===== src/rtl/tbp_pkg.sv =====
// Constants and state types for the buffered compare / PWM timer block
package tbp_pkg;

  // ----------------------------------------------------------------
  // Register byte offsets
  // ----------------------------------------------------------------
  localparam logic [7:0] TBP_TCS_ADDR = 8'h00;
  localparam logic [7:0] TBP_PERIOD_ADDR = 8'h04;
  localparam logic [7:0] TBP_C0CS_ADDR = 8'h08;
  localparam logic [7:0] TBP_C0CMP_ADDR = 8'h0c;
  localparam logic [7:0] TBP_C1CS_ADDR = 8'h10;
  localparam logic [7:0] TBP_C1CMP_ADDR = 8'h14;
  localparam logic [7:0] TBP_COUNT_ADDR = 8'h18;
  localparam logic [7:0] TBP_ACTIVE_ADDR = 8'h1c;

  // ----------------------------------------------------------------
  // Field positions
  // ----------------------------------------------------------------
  localparam int TBP_TCS_OVF = 7;
  localparam int TBP_TCS_OIE = 6;
  localparam int TBP_TCS_HALT = 5;
  localparam int TBP_TCS_CRST = 4;
  localparam int TBP_CS_FLAG = 7;
  localparam int TBP_CS_IE = 6;
  localparam int TBP_CS_LINK = 5;
  localparam int TBP_CS_MODE = 4;
  localparam int TBP_CS_ELH = 3;
  localparam int TBP_CS_ELL = 2;
  localparam int TBP_CS_TOV = 1;
  localparam int TBP_CS_MAX = 0;

  // ----------------------------------------------------------------
  // Reset values and encodings
  // ----------------------------------------------------------------
  localparam logic [15:0] TBP_PERIOD_RST = 16'hffff;
  localparam logic [15:0] TBP_CMP_RST = 16'h0000;
  localparam logic [1:0] TBP_EDGE_TOGGLE = 2'h1;
  localparam logic [1:0] TBP_EDGE_CLEAR = 2'h2;
  localparam logic [1:0] TBP_EDGE_SET = 2'h3;
  localparam logic [1:0] TBP_RESP_OKAY = 2'h0;
  localparam logic [1:0] TBP_RESP_SLVERR = 2'h2;

  typedef struct packed {
    logic flag;
    logic ie;
    logic link;
    logic mode_select_low;
    logic edge_level_high;
    logic edge_level_low;
    logic toggle_on_overflow;
    logic max_duty_select;
    logic [15:0] cmp;
  } tbp_chan_type;

  typedef struct packed {
    logic [15:0] cnt;
    logic [15:0] period;
    logic overflow_flag;
    logic ovf_ie;
    logic counter_halt;
    tbp_chan_type [1:0] ch;
    logic active;
    logic last_wr;
    logic [1:0] pin;
    logic [1:0] oe;
    logic ovf_irq;
    logic [1:0] ch_irq;
    logic awready;
    logic wready;
    logic aw_have;
    logic w_have;
    logic [7:0] awaddr;
    logic [31:0] wdata;
    logic [3:0] wstrb;
    logic bvalid;
    logic [1:0] bresp;
    logic arready;
    logic rvalid;
    logic [31:0] rdata;
    logic [1:0] rresp;
  } tbp_state_type;

endpackage : tbp_pkg


===== src/rtl/tbp_timer.sv =====
// Two-channel 16-bit compare / PWM timer with buffered channel linking
//
// Design decisions made here: the register addresses and the AXI4-Lite interface to the registers.
`timescale 1ns/1ps

// Function
// - Link bit set pairs channels 0 and 1, output only on chan0_pin.
// - Channel 0 value governs first; channel 1 write takes over at overflow.
// - At each later overflow the most recently written pair becomes active.
// - Linked: chan0 control configures and reports; chan1 control ignored.
// - Linked: chan1 pin released from timer control for general I/O.
// - Writes to the active pair take effect at once, unbuffered.
// - Toggle-on-overflow inverts the pin whenever counter reaches period.
// - On compare, edge/level 1:0 drives low, 1:1 drives high.
// - Mode field 0:1 selects unbuffered, 1:0 selects buffered linked.
// - Link bit takes priority over the other channel-0 mode bit.
// - Toggle-on-overflow clear means no overflow toggle: with clear on compare, steady 0% duty.
// - Max-duty and toggle-on-overflow both set give constant 100% duty.
// - PWM period is period value plus one counter clocks.
// - Pulse width equals compare value in clocks after overflow.
// - Channel interrupt at pulse end, overflow interrupt at period end.
// - Overflow and channel flags set on events; enabled flags request irq.
// - Counter reset clears count; halt freezes it; reset sets halt.
module tbp_timer (
  input wire logic sys_clk_i,
  input wire logic rst_i,
  input wire logic ce_i,
  input wire logic s_axi_awvalid_i,
  output logic s_axi_awready_o,
  input wire logic [7:0] s_axi_awaddr_i,
  input wire logic s_axi_wvalid_i,
  output logic s_axi_wready_o,
  input wire logic [31:0] s_axi_wdata_i,
  input wire logic [3:0] s_axi_wstrb_i,
  output logic s_axi_bvalid_o,
  input wire logic s_axi_bready_i,
  output logic [1:0] s_axi_bresp_o,
  input wire logic s_axi_arvalid_i,
  output logic s_axi_arready_o,
  input wire logic [7:0] s_axi_araddr_i,
  output logic s_axi_rvalid_o,
  input wire logic s_axi_rready_i,
  output logic [31:0] s_axi_rdata_o,
  output logic [1:0] s_axi_rresp_o,
  output logic chan0_pin_o,
  output logic chan0_pin_oe_o,
  output logic chan1_pin_o,
  output logic chan1_pin_oe_o,
  output logic ovf_irq_o,
  output logic chan0_irq_o,
  output logic chan1_irq_o
);

  tbp_pkg::tbp_state_type s_q;
  tbp_pkg::tbp_state_type s_d;

  logic run;
  logic wrap;
  logic linked;
  logic [1:0] en;
  logic [1:0] match;
  logic [15:0] cmp_val [2];
  logic [7:0] wr_byte;
  logic [15:0] wr_half;
  logic wr_ok;
  logic rd_ok;
  logic [31:0] rd_val;
  logic p;

  // ----------------------------------------------------------------
  // Next-state logic
  // ----------------------------------------------------------------
  always_comb begin
    s_d = s_q;
    run = !s_q.counter_halt;
    wrap = run && (s_q.cnt == s_q.period);
    linked = s_q.ch[0].link;
    // Link bit outranks the mode low bit, so 1:1 still means buffered
    en[0] = s_q.ch[0].link | s_q.ch[0].mode_select_low;
    en[1] = !linked && s_q.ch[1].mode_select_low;
    // Active pair read straight from the registers: no shadow copy
    cmp_val[0] = (linked && s_q.active) ? s_q.ch[1].cmp
                                        : s_q.ch[0].cmp;
    cmp_val[1] = s_q.ch[1].cmp;
    wr_byte = s_q.wdata[7:0];
    wr_half = s_q.ch[0].cmp;
    wr_ok = 1'b0;
    rd_ok = 1'b1;
    rd_val = 32'h0000_0000;
    p = 1'b0;

    // ------------------------------------------------------------
    // Bus write channel
    // ------------------------------------------------------------
    if (s_axi_awvalid_i && s_q.awready) begin
      s_d.awready = 1'b0;
      s_d.aw_have = 1'b1;
      s_d.awaddr = s_axi_awaddr_i;
    end
    if (s_axi_wvalid_i && s_q.wready) begin
      s_d.wready = 1'b0;
      s_d.w_have = 1'b1;
      s_d.wdata = s_axi_wdata_i;
      s_d.wstrb = s_axi_wstrb_i;
    end
    if (s_q.aw_have && s_q.w_have && !s_q.bvalid) begin
      s_d.aw_have = 1'b0;
      s_d.w_have = 1'b0;
      s_d.bvalid = 1'b1;
      wr_ok = 1'b1;
      case (s_q.awaddr)
        tbp_pkg::TBP_TCS_ADDR: begin
          if (s_q.wstrb[0]) begin
            // Flag clears by writing 0; writing 1 does nothing
            if (!wr_byte[tbp_pkg::TBP_TCS_OVF]) begin
              s_d.overflow_flag = 1'b0;
            end
            s_d.ovf_ie = wr_byte[tbp_pkg::TBP_TCS_OIE];
            s_d.counter_halt = wr_byte[tbp_pkg::TBP_TCS_HALT];
          end
        end
        tbp_pkg::TBP_PERIOD_ADDR: begin
          if (s_q.wstrb[0]) s_d.period[7:0] = s_q.wdata[7:0];
          if (s_q.wstrb[1]) s_d.period[15:8] = s_q.wdata[15:8];
        end
        tbp_pkg::TBP_C0CS_ADDR, tbp_pkg::TBP_C1CS_ADDR: begin
          for (int x = 0; x < 2; x++) begin
            if (s_q.wstrb[0] && s_q.awaddr == (x == 0 ?
                tbp_pkg::TBP_C0CS_ADDR : tbp_pkg::TBP_C1CS_ADDR)) begin
              if (!wr_byte[tbp_pkg::TBP_CS_FLAG]) s_d.ch[x].flag = 1'b0;
              s_d.ch[x].ie = wr_byte[tbp_pkg::TBP_CS_IE];
              s_d.ch[x].link = (x == 0) && wr_byte[tbp_pkg::TBP_CS_LINK];
              s_d.ch[x].mode_select_low = wr_byte[tbp_pkg::TBP_CS_MODE];
              s_d.ch[x].edge_level_high = wr_byte[tbp_pkg::TBP_CS_ELH];
              s_d.ch[x].edge_level_low = wr_byte[tbp_pkg::TBP_CS_ELL];
              s_d.ch[x].toggle_on_overflow = wr_byte[tbp_pkg::TBP_CS_TOV];
              s_d.ch[x].max_duty_select = wr_byte[tbp_pkg::TBP_CS_MAX];
            end
          end
        end
        tbp_pkg::TBP_C0CMP_ADDR, tbp_pkg::TBP_C1CMP_ADDR: begin
          for (int x = 0; x < 2; x++) begin
            if (s_q.awaddr == (x == 0 ?
                tbp_pkg::TBP_C0CMP_ADDR : tbp_pkg::TBP_C1CMP_ADDR)) begin
              wr_half = s_q.ch[x].cmp;
              if (s_q.wstrb[0]) wr_half[7:0] = s_q.wdata[7:0];
              if (s_q.wstrb[1]) wr_half[15:8] = s_q.wdata[15:8];
              s_d.ch[x].cmp = wr_half;
              s_d.last_wr = (x == 1);
            end
          end
        end
        tbp_pkg::TBP_COUNT_ADDR, tbp_pkg::TBP_ACTIVE_ADDR: begin
        end
        default: begin
          wr_ok = 1'b0;
        end
      endcase
      s_d.bresp = wr_ok ? tbp_pkg::TBP_RESP_OKAY : tbp_pkg::TBP_RESP_SLVERR;
    end
    if (s_q.bvalid && s_axi_bready_i) begin
      s_d.bvalid = 1'b0;
      s_d.awready = 1'b1;
      s_d.wready = 1'b1;
    end

    // ------------------------------------------------------------
    // Bus read channel
    // ------------------------------------------------------------
    case (s_axi_araddr_i)
      tbp_pkg::TBP_TCS_ADDR: begin
        rd_val[tbp_pkg::TBP_TCS_OVF] = s_q.overflow_flag;
        rd_val[tbp_pkg::TBP_TCS_OIE] = s_q.ovf_ie;
        rd_val[tbp_pkg::TBP_TCS_HALT] = s_q.counter_halt;
      end
      tbp_pkg::TBP_PERIOD_ADDR: rd_val[15:0] = s_q.period;
      tbp_pkg::TBP_C0CS_ADDR, tbp_pkg::TBP_C1CS_ADDR: begin
        for (int x = 0; x < 2; x++) begin
          if (s_axi_araddr_i == (x == 0 ?
              tbp_pkg::TBP_C0CS_ADDR : tbp_pkg::TBP_C1CS_ADDR)) begin
            rd_val[tbp_pkg::TBP_CS_FLAG] = s_q.ch[x].flag;
            rd_val[tbp_pkg::TBP_CS_IE] = s_q.ch[x].ie;
            rd_val[tbp_pkg::TBP_CS_LINK] = s_q.ch[x].link;
            rd_val[tbp_pkg::TBP_CS_MODE] = s_q.ch[x].mode_select_low;
            rd_val[tbp_pkg::TBP_CS_ELH] = s_q.ch[x].edge_level_high;
            rd_val[tbp_pkg::TBP_CS_ELL] = s_q.ch[x].edge_level_low;
            rd_val[tbp_pkg::TBP_CS_TOV] = s_q.ch[x].toggle_on_overflow;
            rd_val[tbp_pkg::TBP_CS_MAX] = s_q.ch[x].max_duty_select;
          end
        end
      end
      tbp_pkg::TBP_C0CMP_ADDR: rd_val[15:0] = s_q.ch[0].cmp;
      tbp_pkg::TBP_C1CMP_ADDR: rd_val[15:0] = s_q.ch[1].cmp;
      tbp_pkg::TBP_COUNT_ADDR: rd_val[15:0] = s_q.cnt;
      tbp_pkg::TBP_ACTIVE_ADDR: rd_val[0] = s_q.active;
      default: rd_ok = 1'b0;
    endcase
    if (s_axi_arvalid_i && s_q.arready) begin
      s_d.arready = 1'b0;
      s_d.rvalid = 1'b1;
      s_d.rdata = rd_val;
      s_d.rresp = rd_ok ? tbp_pkg::TBP_RESP_OKAY : tbp_pkg::TBP_RESP_SLVERR;
    end
    if (s_q.rvalid && s_axi_rready_i) begin
      s_d.rvalid = 1'b0;
      s_d.arready = 1'b1;
    end

    // ------------------------------------------------------------
    // Counter, overflow and pair selection
    // ------------------------------------------------------------
    if (wrap) begin
      s_d.cnt = 16'h0000;
      s_d.overflow_flag = 1'b1;
    end else if (run) begin
      s_d.cnt = s_q.cnt + 16'h0001;
    end
    if (!linked) begin
      // Unlinked: the next link starts on channel 0
      s_d.active = 1'b0;
      s_d.last_wr = 1'b0;
    end else if (wrap) begin
      s_d.active = s_d.last_wr;
    end

    // ------------------------------------------------------------
    // Compare and pin action, per channel
    // ------------------------------------------------------------
    for (int x = 0; x < 2; x++) begin
      // Match on the edge the count arrives at the value, as the overflow
      // toggle does, so a pulse lasts exactly the compare value in clocks
      match[x] = run && en[x] && (s_d.cnt == cmp_val[x]);
      p = s_q.pin[x];
      if (wrap && s_q.ch[x].toggle_on_overflow) begin
        p = !p;
      end
      if (match[x]) begin
        s_d.ch[x].flag = 1'b1;
        case ({s_q.ch[x].edge_level_high, s_q.ch[x].edge_level_low})
          tbp_pkg::TBP_EDGE_TOGGLE: p = !p;
          tbp_pkg::TBP_EDGE_CLEAR: p = 1'b0;
          tbp_pkg::TBP_EDGE_SET: p = 1'b1;
          default: p = p;
        endcase
      end
      if (s_q.ch[x].max_duty_select && s_q.ch[x].toggle_on_overflow) begin
        p = 1'b1;
      end
      // A disabled channel parks low, so enabling starts from a known level
      s_d.pin[x] = en[x] ? p : 1'b0;
      s_d.oe[x] = en[x];
      s_d.ch_irq[x] = s_d.ch[x].flag && s_d.ch[x].ie;
    end
    s_d.ovf_irq = s_d.overflow_flag && s_d.ovf_ie;

    // Counter reset bit: restarts from zero, never stored, reads 0
    if (wr_ok && s_q.awaddr == tbp_pkg::TBP_TCS_ADDR && s_q.wstrb[0]
        && wr_byte[tbp_pkg::TBP_TCS_CRST]) begin
      s_d.cnt = 16'h0000;
    end
  end

  // ----------------------------------------------------------------
  // State register
  // ----------------------------------------------------------------
  always_ff @(posedge sys_clk_i) begin
    if (rst_i) begin
      s_q <= '0;
      s_q.counter_halt <= 1'b1;
      s_q.period <= tbp_pkg::TBP_PERIOD_RST;
      s_q.ch[0].cmp <= tbp_pkg::TBP_CMP_RST;
      s_q.ch[1].cmp <= tbp_pkg::TBP_CMP_RST;
      s_q.awready <= 1'b1;
      s_q.wready <= 1'b1;
      s_q.arready <= 1'b1;
    end else if (ce_i) begin
      s_q <= s_d;
    end
  end

  assign s_axi_awready_o = s_q.awready;
  assign s_axi_wready_o = s_q.wready;
  assign s_axi_bvalid_o = s_q.bvalid;
  assign s_axi_bresp_o = s_q.bresp;
  assign s_axi_arready_o = s_q.arready;
  assign s_axi_rvalid_o = s_q.rvalid;
  assign s_axi_rdata_o = s_q.rdata;
  assign s_axi_rresp_o = s_q.rresp;
  assign chan0_pin_o = s_q.pin[0];
  assign chan0_pin_oe_o = s_q.oe[0];
  assign chan1_pin_o = s_q.pin[1];
  assign chan1_pin_oe_o = s_q.oe[1];
  assign ovf_irq_o = s_q.ovf_irq;
  assign chan0_irq_o = s_q.ch_irq[0];
  assign chan1_irq_o = s_q.ch_irq[1];
endmodule : tbp_timer


===== config.mk =====
export PLATFORM = sky130hd
export DESIGN_NAME = tbp_timer
export DESIGN_NICKNAME = d
export VERILOG_FILES = /design/src/rtl/tbp_pkg.sv /design/src/rtl/tbp_timer.sv
export SDC_FILE = /design/constraint.sdc
export NUM_CORES = 1
export LEC_CHECK = 0
export BUFFER_PORTS_ARGS = -buffer_cell sky130_fd_sc_hd__buf_4
export CAP_MARGIN = 30
export CORE_MARGIN = 2
export CORE_UTILIZATION = 60
export DETAILED_ROUTE_END_ITERATION = 8
export GPL_TIMING_DRIVEN = 0
export PLACE_DENSITY_LB_ADDON = 0.1
export SLEW_MARGIN = 20
export SYNTH_ARGS = -nofsm -noshare
export SYNTH_HDL_FRONTEND = slang
export SYNTH_SLANG_ARGS = --single-unit

===== constraint.sdc =====
create_clock -name sys_clk_i -period 5.2 [get_ports sys_clk_i]
set_input_delay 0 -clock sys_clk_i [delete_from_list [all_inputs] [get_ports sys_clk_i]]
set_output_delay 0 -clock sys_clk_i [all_outputs]
set_load 0.01 [all_outputs]

==> results.ini, run 1 <==
[outcome]
status = finished clean

[timing]
drv_slew = 0
finalSetupViolations = 0
finalClockSkew_ns = 0.00897
timing.slew.headroom = 0.395
fin_crit_ns = 4.03
rsz0062_at_grt = false
fmax_ghz = 0.248
finalCritPeriodShare = 0.774
timing.final.ws_setup_ns = 1.17
hold_violations = 0
worstMarginPinSlew_ns = 0.905
setup_tns_ns = 0

[routing]
wl_met2_mm = 12.0
drc = 0
dr_wl_met3_mm = 2.49
drt-initial-drc-count = 918
antenna_left = 0
wirelength_mm = 26.4
via_per_inst = 6.14
drt-met1-wl_mm = 10.8
drt_pass1_iterations = 7
avgRoutedWirePerCell_um = 19.9
top_layer_used = met4
vias = 8131

[critical_path]
crit_path_end_kind = register
crit_required_ns = 5.54
cp-start-kind = register
crit_fanout = 9
criticalPathCategory = register to register
crit_arrival_ns = 4.36
rr_worst_depth = 10

[yosys]
synthesis.instances = 996
ys_ff_latch = 142
synth_edf_count = 0
synth_area_um2 = 8130
synth_seq_area_share = 0.350
yosysWarnings = 0
avgSynthCellArea_um2 = 8.16
synth_top_area_frac = 0.350
netlist_top_cells_area = dfxtp_1 (35%), mux2i_1 (9.4%), nor2_1 (6.9%), nand2_1 (5.2%), a21oi_1 (4.9%)
yosysTopAreaCell = dfxtp_1
async_reset_ff_frac = 0
ys_types = 73
ys.flop_type = dfxtp_1

[floorplan]
pin_count = 108
num_rows = 42
dieArea_um2 = 14500
core_um2 = 13200
die_w_um = 120
initial_utilization = 0.614
die_height_um = 120

[cells_and_area]
largest_register = s_q
area_growth_pct = 21.0
drive_gt1_frac = 0.156
final_cells = 1324
fin_util = 0.743
nNetsFinal = 1196
largest_reg_flops = 95
antenna_cells = 0

[grt]
first_global_vias = 7535
grt_pass1_wl_mm = 41.1
antenna_found_initial = 0
grt_max_degree = 17
overflow = 0
grt_usage = 0.369

[clock_tree]
path_clk_slew_ns = 0.07
cts_tree = built
root_buffer = clkbuf_16
cts_sinks = 142
clock_path_buffers = 2
h-tree-depth = 4
cts-hold-fix-buffers = 32
clock_latency_ns = 0.43
ctsResizeCount = 0
numCtsBuffers = 17
cts_post_setup_buffers_inserted = 0

[worst_hold_path]
hold_class = primary input to register
whs_path_depth = 3

[power_and_ir_drop]
irDropWorstVdd_uv = 270
powerDensity_nw_per_um2 = 257
p_leak_nw = 4.04

[place]
dp_slack_ns = 1.47
port_buffers = 69
hpwlAfterDp_mm = 18.9
dp.cells = 1259
gp_congestion = 0.993

[run]
maxCapViolCount = 0

## area by class of cell
class / count / area [um2]
Sequential cell: 142 / 2840
Clock inverter: 15 / 149
Buffer: 100 / 548
Clock buffer: 17 / 425
Timing Repair Buffer: 103 / 851
Multi-Input combinational cell: 765 / 4780
Fill cell: 1062 / 3410
Tap cell: 176 / 220
Inverter: 6 / 22.5
## critical path: stages, from the launching register on
cell and delay, ns:
dfxtp_1 0.32, clkbuf_1 0.31, xor2_1 0.14, nor4_2 0.33, nand4_1 0.48, nor2_2 0.66
o21ai_0 0.20, a2111oi_1 0.49, nand4_1 0.40, and3_4 0.33, a2111oi_4 0.26
## metal layers
metal	vias to the layer above	global-route usage
met5	-	0
met4	0	0.171
met3	82	0.0590
met2	455	0.588
met1	3816	0.490
li1	3778	-
## placed cells by master (no fill, tap or decap), drive strengths merged, types with 15 or more instances in the layout
cell type / synthesis / layout
clkbuf: 43 / 60
nor2b: 32 / 32
nor3: 26 / 26
a21oi: 79 / 79
a211o: 18 / 18
nor4: 15 / 15
dlygate4sd3: 0 / 32
conb: 1 / 18
o21ai: 22 / 22
xor2: 23 / 23
nand3: 17 / 17
mux2i: 76 / 76
buf: 57 / 128
dfxtp: 142 / 142
nor2: 150 / 150
xnor2: 19 / 19
nand2: 112 / 112
nand4: 16 / 16
## report_power, final
group	switching, mW	internal [mW]
registers	0.0178	1.11
logic	0.114	0.0880
clock network	0.533	0.673
total	0.665	1.87
## cell families (layout without fill, tap and decap cells)
group	count (synthesis)	count (layout)	synth area share
XOR/XNOR	45	45	0.0536
AND/OR/NAND/NOR	424	424	0.254
buffers and inverters	106	241	0.0702
AO/OA/AOI/OAI	191	191	0.159
multiplexers	86	86	0.112
adder cells (fa/ha/maj)	1	1	0.00154
flip-flops	142	142	0.350
other	1	18	0.000461
## per-stage QoR
step	cell area [um2]	hold slack (ns)	power, mW
finish	9840	0.0312	2.53
global route	9840	0.0396	2.59
floorplan	8190	0.136	1.25
global placement	8930	0.247	1.32
detailed placement	8940	0.254	1.32
CTS	9830	0.000667	2.52
## cell usage after synthesis, types with 5 or more instances
cell and instances:
nor2_1 149, dfxtp_1 142, nand2_1 112, a21oi_1 79, mux2i_1 76, clkbuf_1 43, buf_4 38, nor2b_1 32
nor3_1 26, xor2_1 23, o21ai_0 22, xnor2_1 19, a211o_1 18, nand3_1 16, nand4_1 15, a222oi_1 12
buf_2 12, nor4_1 12, nand2b_1 10, and3_1 9, o22ai_1 9, mux2_2 7, a2111oi_0 6, a22oi_1 5
a2bb2oi_1 5, buf_1 5, inv_1 5, or3_1 5
## final timing paths
path                 endpoint              start  slack (ns)
min          s_axi_rresp_o[1]  s_axi_araddr_i[1]        0.03
max               chan0_irq_o           s_q[177]        1.17
max reg2reg       chan0_irq_o           s_q[177]        1.17
min reg2reg           s_q[82]            s_q[82]        0.46
Power figures use the tool's default switching activity.
==> run 2: changes to the inputs <==
- ABC_AREA: not set -> 1
- CORE_UTILIZATION: 60 -> 52
- clock period: 5.2 -> 3.3 ns (I/O delays scaled with it)
==> run 2 against run 1 <==
  * Sequential power is 58% higher
  * Synthesized area is 6.7% lower
  * Fmax is 44% higher
  * Critical path depth is 6 higher
  * Utilization is 9.4 points lower
  * First-iteration DRC count is 18% lower
  * Power is 61% higher
  * Critical path type unchanged
  * Sequential cell count stayed put
  * Count of clock-buffer cells in the layout is 2 higher
  * Cell count is 12% higher
  * Register-to-register slack worse by 0.66 ns
  * Final area is 5.3% lower
==> results.ini, run 2 <==
[outcome]
status = finished clean

[cells_and_area]
nFillCells = 1352
drive_gt1_frac = 0.125
largest_reg_flops = 95
finalInstanceArea_um2 = 9320
area_growth_pct = 22.8
mostFrequentLayoutCell = nand2_1
final_cell_mix = nand2_1 (291), inv_1 (151), dfxtp_1 (142)
antenna_cells = 0
multi_input_area_um2 = 3710
largest_register = s_q
nNetsFinal = 1349
ff_latch_area_um2 = 2840

[timing]
drv_slew = 0
setup_tns_ns = 0
fin_crit_ns = 2.79
finalClockSkew_ns = 0.00778
finalSetupViolations = 0
rsz0062_at_grt = false
hold_violations = 0
timing.slew.headroom = 0.511
worstMarginPinSlew_ns = 0.734
finalCritPeriodShare = 0.845
fmax_ghz = 0.359

[power_and_ir_drop]
p_sw_mw = 1.04
irDropWorstVdd_uv = 390
combPwrFrac = 0.076
intPower_mw = 3.03
p_leak_nw = 4.32
power.share.switching = 0.256
clkPwrFrac = 0.488
powerDensity_nw_per_um2 = 437
power_frac_seq = 0.435
finalPower_mw = 4.07

[routing]
drt_pass1_iterations = 5
drc = 0
avgRoutedWirePerCell_um = 16.7
wirelength_mm = 24.8
drt-initial-drc-count = 750
vias = 7970
antenna_left = 0
via_per_inst = 5.37

[grt]
grt_max_degree = 17
overflow = 0
grt_usage = 0.318
grt_pass1_wl_mm = 38.5
antenna_found_initial = 0
first_global_vias = 7364

[critical_path]
cp-start-kind = register
max_stage_delay_ns = 0.48
crit_arrival_ns = 3.08
criticalPathCategory = register to register
crit_path_end_kind = register
crit_chain = ha_1, nand2_1, nor3_4, nand3_1, xor2_1, nand2_1, inv_1, nand2_1, nand2_1, nand2_1, nor2_1, nand3_1, nand2_1, nand3_1, nand2_1, a21oi_1
cpMostUsedCell = nand2_1
crit_required_ns = 3.59
crit_fanout = 7
critPathSlowestCell = dfxtp_1

[yosys]
async_reset_ff_frac = 0
synth_compound_area_frac = 0.211
synth-simple-area-share = 0.248
yosysTopAreaCell = dfxtp_1
ys_types = 41
synth.top_cells.by_count = nand2_1 (291), inv_1 (151), dfxtp_1 (142)
synth_top_area_frac = 0.375
synthAdderAreaFrac = 0.00165
yosysMostFrequentCell = nand2_1
ys.flop_type = dfxtp_1
synth_xor_area_frac = 0.0185
netlist_top_cells_area = dfxtp_1 (37%), nand2_1 (14%), a21oi_1 (7.7%), inv_1 (7.5%), o21ai_0 (6.8%)
synth_top_family_by_area = simple AND/OR/NAND/NOR gates
synthesis.instances = 1151
avgSynthCellArea_um2 = 6.59
yosysWarnings = 0
ys_ff_latch = 142
synth_edf_count = 0
synth_area_um2 = 7590
synth_seq_area_share = 0.375
synth.mux.area_fraction = 0.00132

[clock_tree]
cts_post_setup_buffers_inserted = 0
cts_tree = built
ctsResizeCount = 0
clock_path_buffers = 2
h-tree-depth = 4
path_clk_slew_ns = 0.06
cts_sinks = 142
cts-hold-fix-buffers = 32
root_buffer = clkbuf_16
clock_latency_ns = 0.44
numCtsBuffers = 17

[floorplan]
dieArea_um2 = 15600
die_w_um = 125
initial_utilization = 0.528
num_rows = 44
die_height_um = 125
pin_count = 108
core_um2 = 14400

[place]
gp_congestion = 1.01
placed_area_um2 = 8400
hpwlAfterDp_mm = 18.8
port_buffers = 69

[run]
maxCapViolCount = 0

[worst_hold_path]
hold_class = primary input to register

## run 2: path summary, 6_finish.rpt
path	start	to	slack (ns)	depth (start not counted)
min	ce_i	chan1_irq_o	0.05	5
max	s_q[163]	chan1_pin_o	0.51	16
max reg2reg	s_q[163]	chan1_pin_o	0.51	16
min reg2reg	s_q[75]	s_q[75]	0.45	2
## run 2: area by class of cell
class	instances	share of cell area
Multi-Input combinational cell	780	0.399
Sequential cell	142	0.305
Timing Repair Buffer	101	0.0900
Inverter	159	0.0641
Buffer	87	0.0532
Clock buffer	19	0.0475
Tap cell	184	0.0247
Clock inverter	13	0.0167
## run 2: power by group through the flow
stage                     Clock [mW]  Sequential [mW]  Combinational (mW)
after floorplan                    0             1.81               0.161
after global placement             0             1.81               0.272
after detailed placement           0             1.81               0.274
after CTS                       1.98             1.77               0.305
after global routing            2.06             1.78               0.341
final                           1.99             1.77               0.311
## run 2: kinds of logic (layout without fill, tap and decap cells)
family,count (synthesis),after routing
other,1,18
adders and majority gates,1,1
AOI/OAI and AO/OA,285,285
xor gates and xnor gates,16,16
muxes,1,1
DFF,142,142
buffers and inverters,246,379
and+or+nand+nor,459,459
## run 2: worst max-delay path, delay by kind of cell (launching register included)
family / cells / cell delay, ns
AOI/OAI and AO/OA: 1 / 0.06
xor gates and xnor gates: 1 / 0.19
adders and majority gates: 1 / 0.19
buffers and inverters: 1 / 0.15
DFF: 1 / 0.48
and+or+nand+nor: 12 / 1.58
## run 2: through the flow
stage	cells	hold slack (ns)	setup slack, ns	utilization
after floorplan	1168	0.159	1.22	-
after global placement	1421	0.264	0.625	0.584
after detailed placement	1421	0.274	0.598	0.584
after CTS	1485	0.0329	0.568	0.648
after global routing	1485	0.0703	0.238	0.648
final	1485	0.0463	0.511	0.648
## run 2: layer usage
metal  part of all wire  track usage  wire length [um]
met5                  0            0                 0
met4              0.022        0.104               548
met2               0.45        0.496             11100
met3              0.091       0.0833              2250
met1               0.44        0.428             10900
==> run 3: changes to the inputs <==
- clock period: 3.3 -> 2.4 ns (I/O delays scaled with it)
==> run 3 against run 2 <==
  * Worst hold slack worse by 0.00080 ns
  * Cell count up 0.74%
  * First-iteration DRC count down 13%
  * Largest power group unchanged
==> results.ini, run 3 (synthesized netlist as in run 2, its figures left out) <==
[grt]
grt_usage = 0.320
first_global_vias = 7450
overflow = 0
grt_pass1_wl_mm = 38.9
antenna_found_initial = 0
grt_max_degree = 17

[floorplan]
dieArea_um2 = 15600
num_rows = 44
pin_count = 108
initial_utilization = 0.528
die_w_um = 125
core_um2 = 14400
die_height_um = 125

[cells_and_area]
finalInstanceArea_um2 = 9710
drive_gt1_frac = 0.179
largest_register = s_q
fin_util = 0.676
nNetsFinal = 1360
antenna_cells = 0
final_cell_mix = nand2_1 (282), inv_1 (147), dfxtp_1 (130)
nFillCells = 1310
area_growth_pct = 28.0
mostFrequentLayoutCell = nand2_1
largest_reg_flops = 95

[timing]
hold_slack_ns = 0.0455
hold_violations = 0
finalClockSkew_ns = 0.00583
setup_tns_ns = 0
finalSetupViolations = 0
rsz0062_at_grt = true
drv_slew = 0
timing.slew.headroom = 0.528
worstMarginPinSlew_ns = 0.708
fin_crit_ns = 2.39
fmax_ghz = 0.419
finalCritPeriodShare = 0.995

[critical_path]
crit_required_ns = 2.70
cp-start-kind = register
cpMostUsedCell = nand2_1
critPathSlowestCell = dfxtp_4
crit_path_end_kind = register
crit_arrival_ns = 2.68
max_stage_delay_ns = 0.37
crit_fanout = 4
criticalPathCategory = register to register
crit_chain = ha_1, nand2_2, nor3_4, buf_4, nand2_1, xor2_1, inv_2, nand2_4, nand2_1, nand2_1, nand3_2, nor2_4, nand3_2, nand2_1, nand3_1, nand2_1, a21oi_2

[routing]
wirelength_mm = 25.5
drc = 0
vias = 8092
antenna_left = 0
via_per_inst = 5.41
drt_pass1_iterations = 6
drt-initial-drc-count = 656
avgRoutedWirePerCell_um = 17.0

[clock_tree]
cts_tree = built
cts_sinks = 142
clock_latency_ns = 0.44
numCtsBuffers = 17
path_clk_slew_ns = 0.06
clock_path_buffers = 2
root_buffer = clkbuf_16
h-tree-depth = 4

[place]
gp_congestion = 1.01
placed_area_um2 = 8400
port_buffers = 69
hpwlAfterDp_mm = 18.8

[run]
maxCapViolCount = 0

[power_and_ir_drop]
powerDensity_nw_per_um2 = 577
power.share.switching = 0.256
power_frac_seq = 0.435
intPower_mw = 4.17
irDropWorstVdd_uv = 538
clkPwrFrac = 0.488
p_sw_mw = 1.44
p_leak_nw = 4.44
finalPower_mw = 5.60
combPwrFrac = 0.077

[worst_hold_path]
hold_class = primary input to register

[outcome]
status = finished clean

-- run 3: changes by cell type in the layout (fill, tap and decap cells not counted), sizes merged --
cell    delta
buf       +10
clkbuf     +1
-- run 3: through the flow --
stage / setup slack [ns] / cells
floorplan: 0.319 / 1168
global placement: -0.275 / 1421
detailed placement: -0.302 / 1421
CTS: -0.0319 / 1489
global route: -0.124 / 1496
finish: 0.0108 / 1496
-- run 3: timing repair --
action,4_1_cts,5_1_grt
gates resized for setup,24,70
hold buffers,32,0
pin swaps,7,24
setup buffers,4,6
gates cloned,0,1
hold endpoints to repair,31,0
setup endpoints to repair,16,38
-- run 3: power by group through the flow --
stage	Combinational [mW]	Clock, mW	Sequential [mW]
after floorplan	0.221	0	2.48
after global placement	0.374	0	2.49
after detailed placement	0.377	0	2.49
after CTS	0.420	2.73	2.43
after global routing	0.474	2.83	2.44
final	0.433	2.74	2.44
-- run 3: cell type report --
type	instances	area [um2]	share of cell area
inverters	159	597	0.0615
flip-flops and latches	142	2860	0.295
plain buffers	87	519	0.0535
clock buffers	19	443	0.0456
repair buffers	112	950	0.0978
clock inverters	13	155	0.0160
multi-input cells	780	3950	0.407
well taps	184	230	0.0237
-- run 3: final timing paths --
path | from | endpoint | slack [ns] | depth (start not counted)
worst max-delay path | s_q[163] | chan0_pin_o | 0.01 | 17
worst min register to register | s_q[75] | s_q[75] | 0.45 | 2
worst max register to register | s_q[163] | chan0_pin_o | 0.01 | 17
worst min-delay path | ce_i | chan1_irq_o | 0.05 | 5
-- run 3: worst max-delay path, delay by kind of cell (launching register included) --
kind | cells | cell delay, ns
AOI/OAI and AO/OA | 1 | 0.05
xor gates and xnor gates | 1 | 0.20
and+or+nand+nor | 12 | 1.20
buffers and inverters | 2 | 0.26
DFF | 1 | 0.37
adders and majority gates | 1 | 0.15
-- run 3: layer usage --
metal	track usage	routed length, um	share of wire
met2	0.503	11300	0.45
met5	0	0	0
met3	0.0838	2600	0.10
met1	0.430	10800	0.42
met4	0.105	747	0.029
